<file path="src/rtl/timer_pkg.sv">
package timer_pkg;

  localparam int unsigned  AW             = 22;
  localparam int unsigned  IW             = 20;

  // register indices; byte address is four times the index
  localparam logic [IW-1:0] PRESCALER_IDX = 20'hF_01B6;
  localparam logic [IW-1:0] CTRL_IDX      = 20'hF_01C0;
  localparam logic [IW-1:0] MDATA_IDX     = 20'hF_01C1;
  localparam logic [IW-1:0] SDATA_IDX     = 20'hF_01C2;
  localparam logic [IW-1:0] STATUS_IDX    = 20'hF_01C3;
  localparam logic [IW-1:0] MASK_IDX      = 20'hF_01C4;
  localparam logic [IW-1:0] COUNT_IDX     = 20'hF_01C5;

  localparam logic [15:0]  PRESCALER_RST  = 16'h0000;
  localparam logic [15:0]  PRESCALER_MASK = 16'h33FF;
  localparam int unsigned  SEL_A_LSB      = 8;
  localparam int unsigned  SEL_B_LSB      = 12;
  localparam int unsigned  START_BIT      = 15;

  localparam logic [15:0]  DATA_RST       = 16'h0000;
  localparam int unsigned  STAT_W         = 3;
  localparam int unsigned  ST_MASTER      = 0;
  localparam int unsigned  ST_SLAVE       = 1;
  localparam int unsigned  ST_IGNORED     = 2;
  localparam logic [2:0]   STAT_RST       = 3'h0;

  localparam logic [1:0]   RESP_OKAY      = 2'h0;
  localparam logic [1:0]   RESP_SLVERR    = 2'h2;
  localparam logic [15:0]  BYTE_MASK      = 16'h00FF;

  // prescaler tap masks: a tick when all masked bits are one
  localparam logic [13:0]  TAP_A0 = 14'h0001;
  localparam logic [13:0]  TAP_A1 = 14'h0003;
  localparam logic [13:0]  TAP_A2 = 14'h000F;
  localparam logic [13:0]  TAP_A3 = 14'h003F;
  localparam logic [13:0]  TAP_B0 = 14'h00FF;
  localparam logic [13:0]  TAP_B1 = 14'h03FF;
  localparam logic [13:0]  TAP_B2 = 14'h0FFF;
  localparam logic [13:0]  TAP_B3 = 14'h3FFF;

  typedef struct packed {
    logic [2:0] slave_ch;     // bits 9:7
    logic [2:0] master_ch;    // bits 6:4
    logic       eight_bit;    // bit 3
    logic       count_clk_b;  // bit 2
    logic       pin_trig_en;  // bit 1
    logic       enable;       // bit 0
  } ctrl_t;

  localparam logic [9:0]   CTRL_RST = 10'h080;

  typedef enum logic [1:0] {
    CH_IDLE  = 2'b00,
    CH_WAIT  = 2'b01,
    CH_COUNT = 2'b10,
    CH_HOLD  = 2'b11
  } ch_state_t;

endpackage : timer_pkg

</file>
<file path="src/rtl/timer_one_shot.sv">
// The AXI4-Lite interface to the registers is this design's own decision.
`timescale 1ns/1ps
module timer_one_shot (
  input  wire logic        clk_i,                // 125 MHz peripheral clock
  input  wire logic        arst_n_i,             // async reset, active low
  input  wire logic        timer_input_pin_i,    // external trigger pin
  input  wire logic [21:0] awaddr_i,             // write address
  input  wire logic        awvalid_i,            // write address valid
  output logic             awready_o,            // write address ready
  input  wire logic [31:0] wdata_i,              // write data
  input  wire logic [3:0]  wstrb_i,              // write byte strobes
  input  wire logic        wvalid_i,             // write data valid
  output logic             wready_o,             // write data ready
  output logic [1:0]       bresp_o,              // write response
  output logic             bvalid_o,             // write response valid
  input  wire logic        bready_i,             // write response ready
  input  wire logic [21:0] araddr_i,             // read address
  input  wire logic        arvalid_i,            // read address valid
  output logic             arready_o,            // read address ready
  output logic [31:0]      rdata_o,              // read data
  output logic [1:0]       rresp_o,              // read response
  output logic             rvalid_o,             // read data valid
  input  wire logic        rready_i,             // read data ready
  output logic             slave_timer_output_o, // one-shot pulse
  output logic             master_done_irq_o,    // master zero pulse
  output logic             slave_done_irq_o,     // slave zero pulse
  output logic             irq_o                 // masked status level
);

  logic [15:0]          prescaler_select_reg_r;
  timer_pkg::ctrl_t     ctrl_r;
  logic [15:0]          master_data_reg_r;
  logic [15:0]          slave_data_reg_r;
  logic [2:0]           status_r;
  logic [2:0]           mask_r;

  logic                 aw_held_r;
  logic [21:0]          awaddr_r;
  logic                 w_held_r;
  logic [31:0]          wdata_r;
  logic [3:0]           wstrb_r;
  logic                 bvalid_r;
  logic [1:0]           bresp_r;
  logic                 rvalid_r;
  logic [31:0]          rdata_r;
  logic [1:0]           rresp_r;

  logic [13:0]          pre_cnt_r;
  logic [13:0]          tap_a;
  logic [13:0]          tap_b;
  logic                 slow_clock_a;
  logic                 slow_clock_b;
  logic                 count_clock;

  logic                 pin_s1_r;
  logic                 pin_s2_r;
  logic                 pin_s3_r;
  logic                 pin_lvl_r;
  logic                 pin_edge;

  logic                 wr_fire;
  logic                 rd_fire;
  logic [19:0]          wr_idx;
  logic [19:0]          rd_idx;
  logic                 wr_hit;
  logic                 sw_start;
  logic                 pair_ok;
  logic                 trigger;
  logic [15:0]          slave_load;

  logic [15:0]          master_count_reg;
  logic [15:0]          slave_count_reg;
  logic                 master_busy;
  logic                 slave_busy;
  logic                 master_done_irq;
  logic                 slave_done_irq;
  logic                 master_ignored;
  logic                 slave_active;
  logic [31:0]          rd_mux;
  logic                 rd_hit;

  function automatic logic [15:0] merge16(input logic [15:0] old_v,
                                          input logic [31:0] new_v,
                                          input logic [3:0]  strb);
    logic [15:0] res;
    res = old_v;
    if (strb[0]) res[7:0] = new_v[7:0];
    if (strb[1]) res[15:8] = new_v[15:8];
    return res;
  endfunction : merge16

  // prescaler
  always_ff @(posedge clk_i or negedge arst_n_i) begin
    if (!arst_n_i) begin
      pre_cnt_r <= 14'h0000;
    end else begin
      pre_cnt_r <= pre_cnt_r + 14'h0001;
    end
  end

  always_comb begin
    case (prescaler_select_reg_r[timer_pkg::SEL_A_LSB +: 2])
      2'b00:   tap_a = timer_pkg::TAP_A0;
      2'b01:   tap_a = timer_pkg::TAP_A1;
      2'b10:   tap_a = timer_pkg::TAP_A2;
      default: tap_a = timer_pkg::TAP_A3;
    endcase
    case (prescaler_select_reg_r[timer_pkg::SEL_B_LSB +: 2])
      2'b00:   tap_b = timer_pkg::TAP_B0;
      2'b01:   tap_b = timer_pkg::TAP_B1;
      2'b10:   tap_b = timer_pkg::TAP_B2;
      default: tap_b = timer_pkg::TAP_B3;
    endcase
  end

  assign slow_clock_a = ((pre_cnt_r & tap_a) == tap_a);
  assign slow_clock_b = ((pre_cnt_r & tap_b) == tap_b);
  assign count_clock  = ctrl_r.count_clk_b ? slow_clock_b : slow_clock_a;

  // trigger pin, three-stage synchroniser
  always_ff @(posedge clk_i or negedge arst_n_i) begin
    if (!arst_n_i) begin
      pin_s1_r <= 1'b0;
      pin_s2_r <= 1'b0;
      pin_s3_r <= 1'b0;
      pin_lvl_r <= 1'b0;
    end else begin
      pin_s1_r <= timer_input_pin_i;
      pin_s2_r <= pin_s1_r;
      pin_s3_r <= pin_s2_r;
      // level moves only once the last two stages agree
      if (pin_s2_r == pin_s3_r) pin_lvl_r <= pin_s3_r;
    end
  end

  assign pin_edge = pin_s2_r && pin_s3_r && !pin_lvl_r;

  // register bus
  assign awready_o = !aw_held_r;
  assign wready_o  = !w_held_r;
  assign wr_fire   = aw_held_r && w_held_r && !bvalid_r;
  assign rd_fire   = arvalid_i && !rvalid_r;
  assign arready_o = !rvalid_r;
  assign wr_idx    = awaddr_r[21:2];
  assign rd_idx    = araddr_i[21:2];

  always_ff @(posedge clk_i or negedge arst_n_i) begin
    if (!arst_n_i) begin
      aw_held_r <= 1'b0;
      awaddr_r  <= 22'h00_0000;
      w_held_r  <= 1'b0;
      wdata_r   <= 32'h0000_0000;
      wstrb_r   <= 4'h0;
    end else begin
      if (awvalid_i && !aw_held_r) begin
        aw_held_r <= 1'b1;
        awaddr_r  <= awaddr_i;
      end else if (wr_fire) begin
        aw_held_r <= 1'b0;
      end
      if (wvalid_i && !w_held_r) begin
        w_held_r <= 1'b1;
        wdata_r  <= wdata_i;
        wstrb_r  <= wstrb_i;
      end else if (wr_fire) begin
        w_held_r <= 1'b0;
      end
    end
  end

  always_comb begin
    wr_hit = 1'b1;
    if (wr_idx == timer_pkg::PRESCALER_IDX) wr_hit = 1'b1;
    else if (wr_idx == timer_pkg::CTRL_IDX) wr_hit = 1'b1;
    else if (wr_idx == timer_pkg::MDATA_IDX) wr_hit = 1'b1;
    else if (wr_idx == timer_pkg::SDATA_IDX) wr_hit = 1'b1;
    else if (wr_idx == timer_pkg::STATUS_IDX) wr_hit = 1'b1;
    else if (wr_idx == timer_pkg::MASK_IDX) wr_hit = 1'b1;
    else if (wr_idx == timer_pkg::COUNT_IDX) wr_hit = 1'b1;
    else wr_hit = 1'b0;
  end

  always_ff @(posedge clk_i or negedge arst_n_i) begin
    if (!arst_n_i) begin
      bvalid_r <= 1'b0;
      bresp_r  <= timer_pkg::RESP_OKAY;
    end else if (wr_fire) begin
      bvalid_r <= 1'b1;
      bresp_r  <= wr_hit ? timer_pkg::RESP_OKAY : timer_pkg::RESP_SLVERR;
    end else if (bready_i) begin
      bvalid_r <= 1'b0;
    end
  end

  // software-owned registers; prescaler bits 15:14 and 11:10 are never stored
  always_ff @(posedge clk_i or negedge arst_n_i) begin
    if (!arst_n_i) begin
      prescaler_select_reg_r <= timer_pkg::PRESCALER_RST;
      ctrl_r                 <= timer_pkg::CTRL_RST;
      master_data_reg_r      <= timer_pkg::DATA_RST;
      slave_data_reg_r       <= timer_pkg::DATA_RST;
      mask_r                 <= timer_pkg::STAT_RST;
    end else if (wr_fire) begin
      if (wr_idx == timer_pkg::PRESCALER_IDX) begin
        prescaler_select_reg_r <= merge16(prescaler_select_reg_r,
          wdata_r, wstrb_r) & timer_pkg::PRESCALER_MASK;
      end else if (wr_idx == timer_pkg::CTRL_IDX) begin
        ctrl_r <= 10'(merge16({6'h00, ctrl_r}, wdata_r, wstrb_r));
      end else if (wr_idx == timer_pkg::MDATA_IDX) begin
        master_data_reg_r <= merge16(master_data_reg_r, wdata_r, wstrb_r);
      end else if (wr_idx == timer_pkg::SDATA_IDX) begin
        slave_data_reg_r <= merge16(slave_data_reg_r, wdata_r, wstrb_r);
      end else if (wr_idx == timer_pkg::MASK_IDX && wstrb_r[0]) begin
        mask_r <= wdata_r[2:0];
      end
    end
  end

  // one-shot pair
  assign pair_ok  = !ctrl_r.master_ch[0] &&
                    (ctrl_r.slave_ch > ctrl_r.master_ch);
  assign sw_start = wr_fire && wr_idx == timer_pkg::CTRL_IDX &&
                    wstrb_r[1] && wdata_r[timer_pkg::START_BIT];
  assign trigger  = pair_ok && (sw_start ||
                    (ctrl_r.pin_trig_en && pin_edge));
  // eight-bit mode narrows the slave count on channels 1 and 3
  assign slave_load = (ctrl_r.eight_bit && ctrl_r.slave_ch[0] &&
                      !ctrl_r.slave_ch[2]) ?
                      (slave_data_reg_r & timer_pkg::BYTE_MASK) :
                      slave_data_reg_r;

  // master holds one count clock at zero: trigger to pulse is data + 2
  one_count_channel #(.HOLD_ZERO(1'b1)) u_master (
    .clk_i     (clk_i),
    .arst_n_i  (arst_n_i),
    .enable_i  (ctrl_r.enable),
    .tick_i    (count_clock),
    .start_i   (trigger),
    .data_i    (master_data_reg_r),
    .count_o   (master_count_reg),
    .active_o  (),
    .busy_o    (master_busy),
    .done_o    (master_done_irq),
    .ignored_o (master_ignored)
  );

  // slave active for exactly its data value in count clocks
  one_count_channel #(.HOLD_ZERO(1'b0)) u_slave (
    .clk_i     (clk_i),
    .arst_n_i  (arst_n_i),
    .enable_i  (ctrl_r.enable),
    .tick_i    (count_clock),
    .start_i   (master_done_irq),
    .data_i    (slave_load),
    .count_o   (slave_count_reg),
    .active_o  (slave_active),
    .busy_o    (slave_busy),
    .done_o    (slave_done_irq),
    .ignored_o ()
  );

  assign slave_timer_output_o = slave_active;
  assign master_done_irq_o    = master_done_irq;
  assign slave_done_irq_o     = slave_done_irq;

  // sticky status, write one to clear, set wins
  always_ff @(posedge clk_i or negedge arst_n_i) begin
    if (!arst_n_i) begin
      status_r <= timer_pkg::STAT_RST;
    end else begin
      status_r <= (status_r & ~((wr_fire && wstrb_r[0] &&
                  wr_idx == timer_pkg::STATUS_IDX) ? wdata_r[2:0] : 3'h0))
                  | {master_ignored, slave_done_irq, master_done_irq};
    end
  end

  assign irq_o = |(status_r & mask_r);

  // read path
  always_comb begin
    rd_hit = 1'b1;
    rd_mux = 32'h0000_0000;
    if (rd_idx == timer_pkg::PRESCALER_IDX) begin
      rd_mux = {16'h0000, prescaler_select_reg_r};
    end else if (rd_idx == timer_pkg::CTRL_IDX) begin
      rd_mux = {22'h00_0000, ctrl_r};
    end else if (rd_idx == timer_pkg::MDATA_IDX) begin
      rd_mux = {16'h0000, master_data_reg_r};
    end else if (rd_idx == timer_pkg::SDATA_IDX) begin
      rd_mux = {16'h0000, slave_data_reg_r};
    end else if (rd_idx == timer_pkg::STATUS_IDX) begin
      rd_mux = {27'h000_0000, slave_busy, master_busy, status_r};
    end else if (rd_idx == timer_pkg::MASK_IDX) begin
      rd_mux = {29'h0000_0000, mask_r};
    end else if (rd_idx == timer_pkg::COUNT_IDX) begin
      rd_mux = {slave_count_reg, master_count_reg};
    end else begin
      rd_hit = 1'b0;
    end
  end

  always_ff @(posedge clk_i or negedge arst_n_i) begin
    if (!arst_n_i) begin
      rvalid_r <= 1'b0;
      rdata_r  <= 32'h0000_0000;
      rresp_r  <= timer_pkg::RESP_OKAY;
    end else if (rd_fire) begin
      rvalid_r <= 1'b1;
      rdata_r  <= rd_mux;
      rresp_r  <= rd_hit ? timer_pkg::RESP_OKAY : timer_pkg::RESP_SLVERR;
    end else if (rready_i) begin
      rvalid_r <= 1'b0;
    end
  end

  assign bvalid_o = bvalid_r;
  assign bresp_o  = bresp_r;
  assign rvalid_o = rvalid_r;
  assign rdata_o  = rdata_r;
  assign rresp_o  = rresp_r;

  // checks
  a_div2_tick: assert property (@(posedge clk_i)
    disable iff (!arst_n_i || wr_fire)
    (slow_clock_a && prescaler_select_reg_r[9:8] == 2'b00)
    |=> !slow_clock_a ##1 slow_clock_a)
    else $error("slow clock a not divide by two");

  a_slowb_gap: assert property (@(posedge clk_i)
    disable iff (!arst_n_i)
    slow_clock_b |=> !slow_clock_b [*8])
    else $error("slow clock b ticks too often");

  a_trig_start: assert property (@(posedge clk_i)
    disable iff (!arst_n_i)
    (trigger && ctrl_r.enable && !master_busy) |=> master_busy)
    else $error("accepted trigger did not start master");

  a_slave_start: assert property (@(posedge clk_i)
    disable iff (!arst_n_i) (master_done_irq && ctrl_r.enable) |=> slave_busy)
    else $error("master irq did not start slave");

  a_output_rise: assert property (@(posedge clk_i)
    disable iff (!arst_n_i) $rose(slave_timer_output_o) |->
    $past(count_clock) && slave_count_reg == $past(slave_load))
    else $error("pulse rose without slave load on count clock");

  a_output_fall: assert property (@(posedge clk_i)
    disable iff (!arst_n_i) $fell(slave_timer_output_o) |->
    slave_done_irq || !$past(ctrl_r.enable))
    else $error("pulse fell before slave reached zero");

  a_pair_legal: assert property (@(posedge clk_i)
    disable iff (!arst_n_i) $rose(master_busy) |-> $past(pair_ok))
    else $error("master started with illegal channel pairing");

  a_ignore_busy: assert property (@(posedge clk_i)
    disable iff (!arst_n_i) (trigger && master_busy && ctrl_r.enable)
    |=> status_r[timer_pkg::ST_IGNORED])
    else $error("retrigger while busy not flagged");

  a_set_wins: assert property (@(posedge clk_i)
    disable iff (!arst_n_i) master_done_irq |=> status_r[timer_pkg::ST_MASTER])
    else $error("master done lost against clear");

endmodule : timer_one_shot

</file>
<file path="src/rtl/one_count_channel.sv">
`timescale 1ns/1ps
module one_count_channel #(
  parameter bit HOLD_ZERO = 1'b0
) (
  input  wire logic        clk_i,      // peripheral clock
  input  wire logic        arst_n_i,   // async reset, active low
  input  wire logic        enable_i,   // channel running
  input  wire logic        tick_i,     // count clock enable pulse
  input  wire logic        start_i,    // start trigger pulse
  input  wire logic [15:0] data_i,     // value to load
  output logic [15:0]      count_o,    // current count
  output logic             active_o,   // counting, registered
  output logic             busy_o,     // not idle
  output logic             done_o,     // one-cycle done pulse
  output logic             ignored_o   // start refused while busy
);

  timer_pkg::ch_state_t state_r;
  timer_pkg::ch_state_t state_nxt;
  logic [15:0]          count_r;
  logic                 done_r;
  logic                 active_r;
  logic                 hit_zero;

  assign hit_zero = tick_i && ((state_r == timer_pkg::CH_WAIT &&
                    data_i == 16'h0000) ||
                    (state_r == timer_pkg::CH_COUNT &&
                    count_r == 16'h0001));

  always_comb begin
    state_nxt = state_r;
    case (state_r)
      timer_pkg::CH_IDLE:
        if (start_i) state_nxt = timer_pkg::CH_WAIT;
      timer_pkg::CH_WAIT, timer_pkg::CH_COUNT: begin
        if (hit_zero) begin
          // master lingers one count clock at zero before its irq
          state_nxt = HOLD_ZERO ? timer_pkg::CH_HOLD : timer_pkg::CH_IDLE;
        end else if (tick_i) begin
          state_nxt = timer_pkg::CH_COUNT;
        end
      end
      timer_pkg::CH_HOLD:
        if (tick_i) state_nxt = timer_pkg::CH_IDLE;
      default: state_nxt = timer_pkg::CH_IDLE;
    endcase
    if (!enable_i) state_nxt = timer_pkg::CH_IDLE;
  end

  always_ff @(posedge clk_i or negedge arst_n_i) begin
    if (!arst_n_i) begin
      state_r  <= timer_pkg::CH_IDLE;
      active_r <= 1'b0;
    end else begin
      state_r  <= state_nxt;
      active_r <= (state_nxt == timer_pkg::CH_COUNT);
    end
  end

  always_ff @(posedge clk_i or negedge arst_n_i) begin
    if (!arst_n_i) begin
      count_r <= 16'h0000;
    end else if (enable_i && tick_i) begin
      if (state_r == timer_pkg::CH_WAIT) begin
        count_r <= data_i;
      end else if (state_r == timer_pkg::CH_COUNT) begin
        count_r <= count_r - 16'h0001;
      end
    end
  end

  always_ff @(posedge clk_i or negedge arst_n_i) begin
    if (!arst_n_i) begin
      done_r <= 1'b0;
    end else begin
      done_r <= enable_i && (HOLD_ZERO ?
                (state_r == timer_pkg::CH_HOLD && tick_i) :
                hit_zero);
    end
  end

  assign count_o   = count_r;
  assign active_o  = active_r;
  assign busy_o    = (state_r != timer_pkg::CH_IDLE);
  assign done_o    = done_r;
  assign ignored_o = enable_i && start_i &&
                     (state_r != timer_pkg::CH_IDLE);

  a_load_value: assert property (@(posedge clk_i)
    disable iff (!arst_n_i)
    (enable_i && tick_i && state_r == timer_pkg::CH_WAIT)
    |=> count_r == $past(data_i))
    else $error("channel did not load its data value");

  a_count_down: assert property (@(posedge clk_i)
    disable iff (!arst_n_i)
    (enable_i && tick_i && state_r == timer_pkg::CH_COUNT)
    |=> count_r == $past(count_r) - 16'h0001)
    else $error("channel did not decrement on count clock");

  a_halt_after: assert property (@(posedge clk_i)
    disable iff (!arst_n_i)
    done_o |-> (state_r == timer_pkg::CH_IDLE) and
    (!start_i |=> state_r == timer_pkg::CH_IDLE))
    else $error("channel kept running after reaching zero");

endmodule : one_count_channel

</file>
<file path="config.mk">
export PLATFORM = sky130hd
export DESIGN_NAME = timer_one_shot
export DESIGN_NICKNAME = d
export VERILOG_FILES = /design/src/rtl/timer_pkg.sv /design/src/rtl/timer_one_shot.sv /design/src/rtl/one_count_channel.sv
export SDC_FILE = /design/constraint.sdc
export NUM_CORES = 1
export LEC_CHECK = 0
export BUFFER_PORTS_ARGS = -buffer_cell sky130_fd_sc_hd__buf_2
export CAP_MARGIN = 30
export CELL_PAD_IN_SITES_DETAIL_PLACEMENT = 0
export CELL_PAD_IN_SITES_GLOBAL_PLACEMENT = 2
export CORE_MARGIN = 2
export CORE_UTILIZATION = 35
export DETAILED_ROUTE_END_ITERATION = 10
export MAX_ROUTING_LAYER = met4
export PLACE_DENSITY = 0.81
export RECOVER_POWER = 50
export SLEW_MARGIN = 20
export SYNTH_ARGS = -nofsm -noshare
export SYNTH_HDL_FRONTEND = slang
export SYNTH_SLANG_ARGS = --single-unit
export TNS_END_PERCENT = 10
</file>
<file path="constraint.sdc">
create_clock -name clk_i -period 3.1 [get_ports clk_i]
set_clock_uncertainty 0.05 [all_clocks]
set_input_delay 0.62 -clock clk_i [delete_from_list [all_inputs] [get_ports clk_i]]
set_output_delay 0.62 -clock clk_i [all_outputs]
set_load 0.01 [all_outputs]
</file>
==> flow_summary.yaml <==
status:
  status: "complete, but fails checks"
  violations: "max-capacitance violations, max-slew violations"
critical_path:
  worstPathArrival_ps: 2910
  cp_num_buf_inv: 0
  endpoint_kind: "flip-flop"
  crit_chain: "nor4bb_1 > nand4_1 > nor4_1 > and3_1 > mux2_2"
  cp-start-kind: "flip-flop"
  required_ps: 3370
  crit_slowest_cell: "and3_1"
  worstSetupPathType: "reg -> reg"
  r2r_cells: 5
  crit_fanout: 8
  max_stage_delay_ps: 560
  cp_top_family: "simple AND/OR/NAND/NOR gates"
  cp.depth: 5
floorplan:
  core_sq_um: 26700
  boundaryPins: 133
  rows: 60
  fp.dieH_um: 168
  initial_utilization_pct: 35.3
  die_w_um: 168
  dieArea_sq_um: 28200
global_routing:
  grt_pass1_wl_mm: 41.8
  grtUsageTotal_pct: 19.6
  grt_max_degree: 69
  grt-ovfl-total: 0
  antenna_found_initial: 0
  grt_pass1_vias: 7397
placed_design:
  port_buffers: 108
  pre_cts_slack_ps: 429
  dpl-instance-area_sq_um: 10500
  gp_congestion: 0.822
  hpwl_mm: 19.5
synthesis:
  synth-compound-area-share_pct: 14.5
  ys_seq_area_share_pct: 51.3
  yosys.area_share.simple_pct: 15.7
  synth_top_family_by_area: "simple AND/OR/NAND/NOR gates"
  synthMuxAreaShare_pct: 11.9
  ys_ff_latch: 193
  syn_area_per_cell_sq_um: 10.9
  yosysTopAreaCellShare_pct: 51.1
  synthCells: 866
  yosysMostFrequentCell: "dfrtp_1"
  netlist.top_cell.by_area: "dfrtp_1"
  synth_cell_types: 77
  synthAdderAreaFrac_pct: 2.39
  yosys-top-cells-area: "dfrtp_1, mux2_2, o21ai_0, nor2_1, ha_1"
  synth.cell_area_sq_um: 9410
  ys_async_sr_fraction_pct: 100
  synth_edf_count: 0
  synthFlopType: "dfrtp_1"
  synthXorXnorAreaFrac_pct: 1.12
  synth_common_cells: "dfrtp_1, mux2_2, nor2_1"
  ys.warnings.count: 0
power_and_ir_drop:
  power.density_nw_per_um2: 573
  p_leak_nw: 5.07
  p_total_mw: 6.36
  ir_worst_vdd_uv: 360
timing:
  setup_slack_ps: 458
  maxSlewHeadroom_pct: -19.6
  setup-tns-final_ps: 0
  setup_viol: 0
  finalCritPeriodShare_pct: 85.2
  drv_slew: 67
  worst_slew_pin_slew_ps: 1790
  rsz0062_at_grt: "no"
  final_hold_viol_count: 0
  min_period_ps: 2640
  fmax_mhz: 378
drt:
  ant_nets: 0
  wl_per_cell_um: 19.4
  drtIter0Drc: 410
  vias: 7337
  drcViolationCount: 0
  first_pass_iters: 5
  wl_mm: 26.0
  routed_via_density: 5.48
clocking:
  clock_latency_ps: 440
  post_cts_buffers: 0
  cts_buffer_depth: 2
  cts_hold_buf: 0
  clockRootBuffer: "clkbuf_16"
  cts.sinks: 193
  clk_pin_slew_worst_paths_ps: 80
  cts_made_buffers: 17
  h-tree-depth: 4
  tritoncts: "done"
  ctsResizeCount: 0
cells_and_area:
  n_antenna_cell: 0
  final_util_pct: 41.6
  drive_gt1_share_pct: 28.7
  syn_to_final_growth_pct: 17.8
  fillers: 2661
  nets: 1092
  stdcell_area_sq_um: 11100
  regArea_sq_um: 4830
  multiInputGateArea_sq_um: 4300
min_path:
  min_path_cells: 1
  hp-class: "in -> reg"
job:
  maxCapViolCount: 1
## cell type report
class,count,share of cell area (%)
Sequential cell,193,43.6
Multi-Input combinational cell,608,38.8
Timing Repair Buffer,141,7.21
Tap cell,341,3.85
Clock buffer,17,3.84
Clock inverter,15,1.88
Inverter,25,0.846
## worst paths after layout
check	startpoint	to	slack (ps)
max in group asynchronous	arst_n_i	master_data_reg_r[0]	770
setup / recovery	awaddr_r[5]	master_data_reg_r[7]	460
hold / removal	timer_input_pin_i	pin_s1_r	230
setup reg to reg	awaddr_r[5]	master_data_reg_r[7]	460
hold reg to reg	pin_s1_r	pin_s2_r	300
min in group asynchronous	arst_n_i	rdata_o[28]	600
## per-layer routing
| layer | part of all wire, % | wire, um | GRT usage [%] | up-vias |
|---|---|---|---|---|
| met2 | 48 | 12600 | 31.8 | 148 |
| met3 | 3.3 | 858 | 2.80 | 38 |
| met4 | 2.2 | 577 | 6.24 | 0 |
| li1 | - | - | - | 3468 |
| met1 | 46 | 12000 | 25.4 | 3683 |
| met5 | 0 | 0 | - | - |
## state kept, by name, indices dropped and copies added (netlist names), 14 cells and up
name and cells:
wdata_r 16, master_data_reg_r 16, pre_cnt_r 14, awaddr_r 20
u_master.count_o 16, slave_data_reg_r 16, u_slave.count_o 16, rdata_o 32
## metrics by stage
stage                     hold WS [ps]  instances
after global placement             282       1308
final                              231       1340
after detailed placement           286       1308
after floorplan                    274        867
after CTS                          140       1340
after global routing               215       1340
## cells by family (layout without fill, tap and decap cells)
group / after synthesis / in the layout
simple gates: 274 / 274
compound gates: 202 / 202
flops: 193 / 193
mux: 100 / 100
buf+inv: 66 / 198
fa+ha+maj: 18 / 18
xor+xnor: 12 / 12
other cells: 1 / 2
## power breakdown
group,internal (mW),switching [mW]
combinational,0.429,0.380
clock,1.25,1.12
sequential,2.84,0.339
total,4.52,1.84
## placed cells by master, fill, tap and decap left out, types with 8 or more instances in the layout
cell / count
nand3_1: 22
nor2_1: 61
o22ai_1: 8
mux2_2: 96
o21ai_0: 58
nand4_1: 13
or3_1: 9
dfrtp_1: 192
or4_1: 8
a21oi_1: 34
nor4_1: 20
buf_2: 107
inv_1: 24
buf_4: 27
ha_1: 18
clkbuf_16: 17
a31oi_1: 11
a22o_1: 16
a22oi_1: 13
nor3_1: 18
nor2b_1: 11
nand2_1: 60
Note: power is estimated with default switching activity, not from simulation.
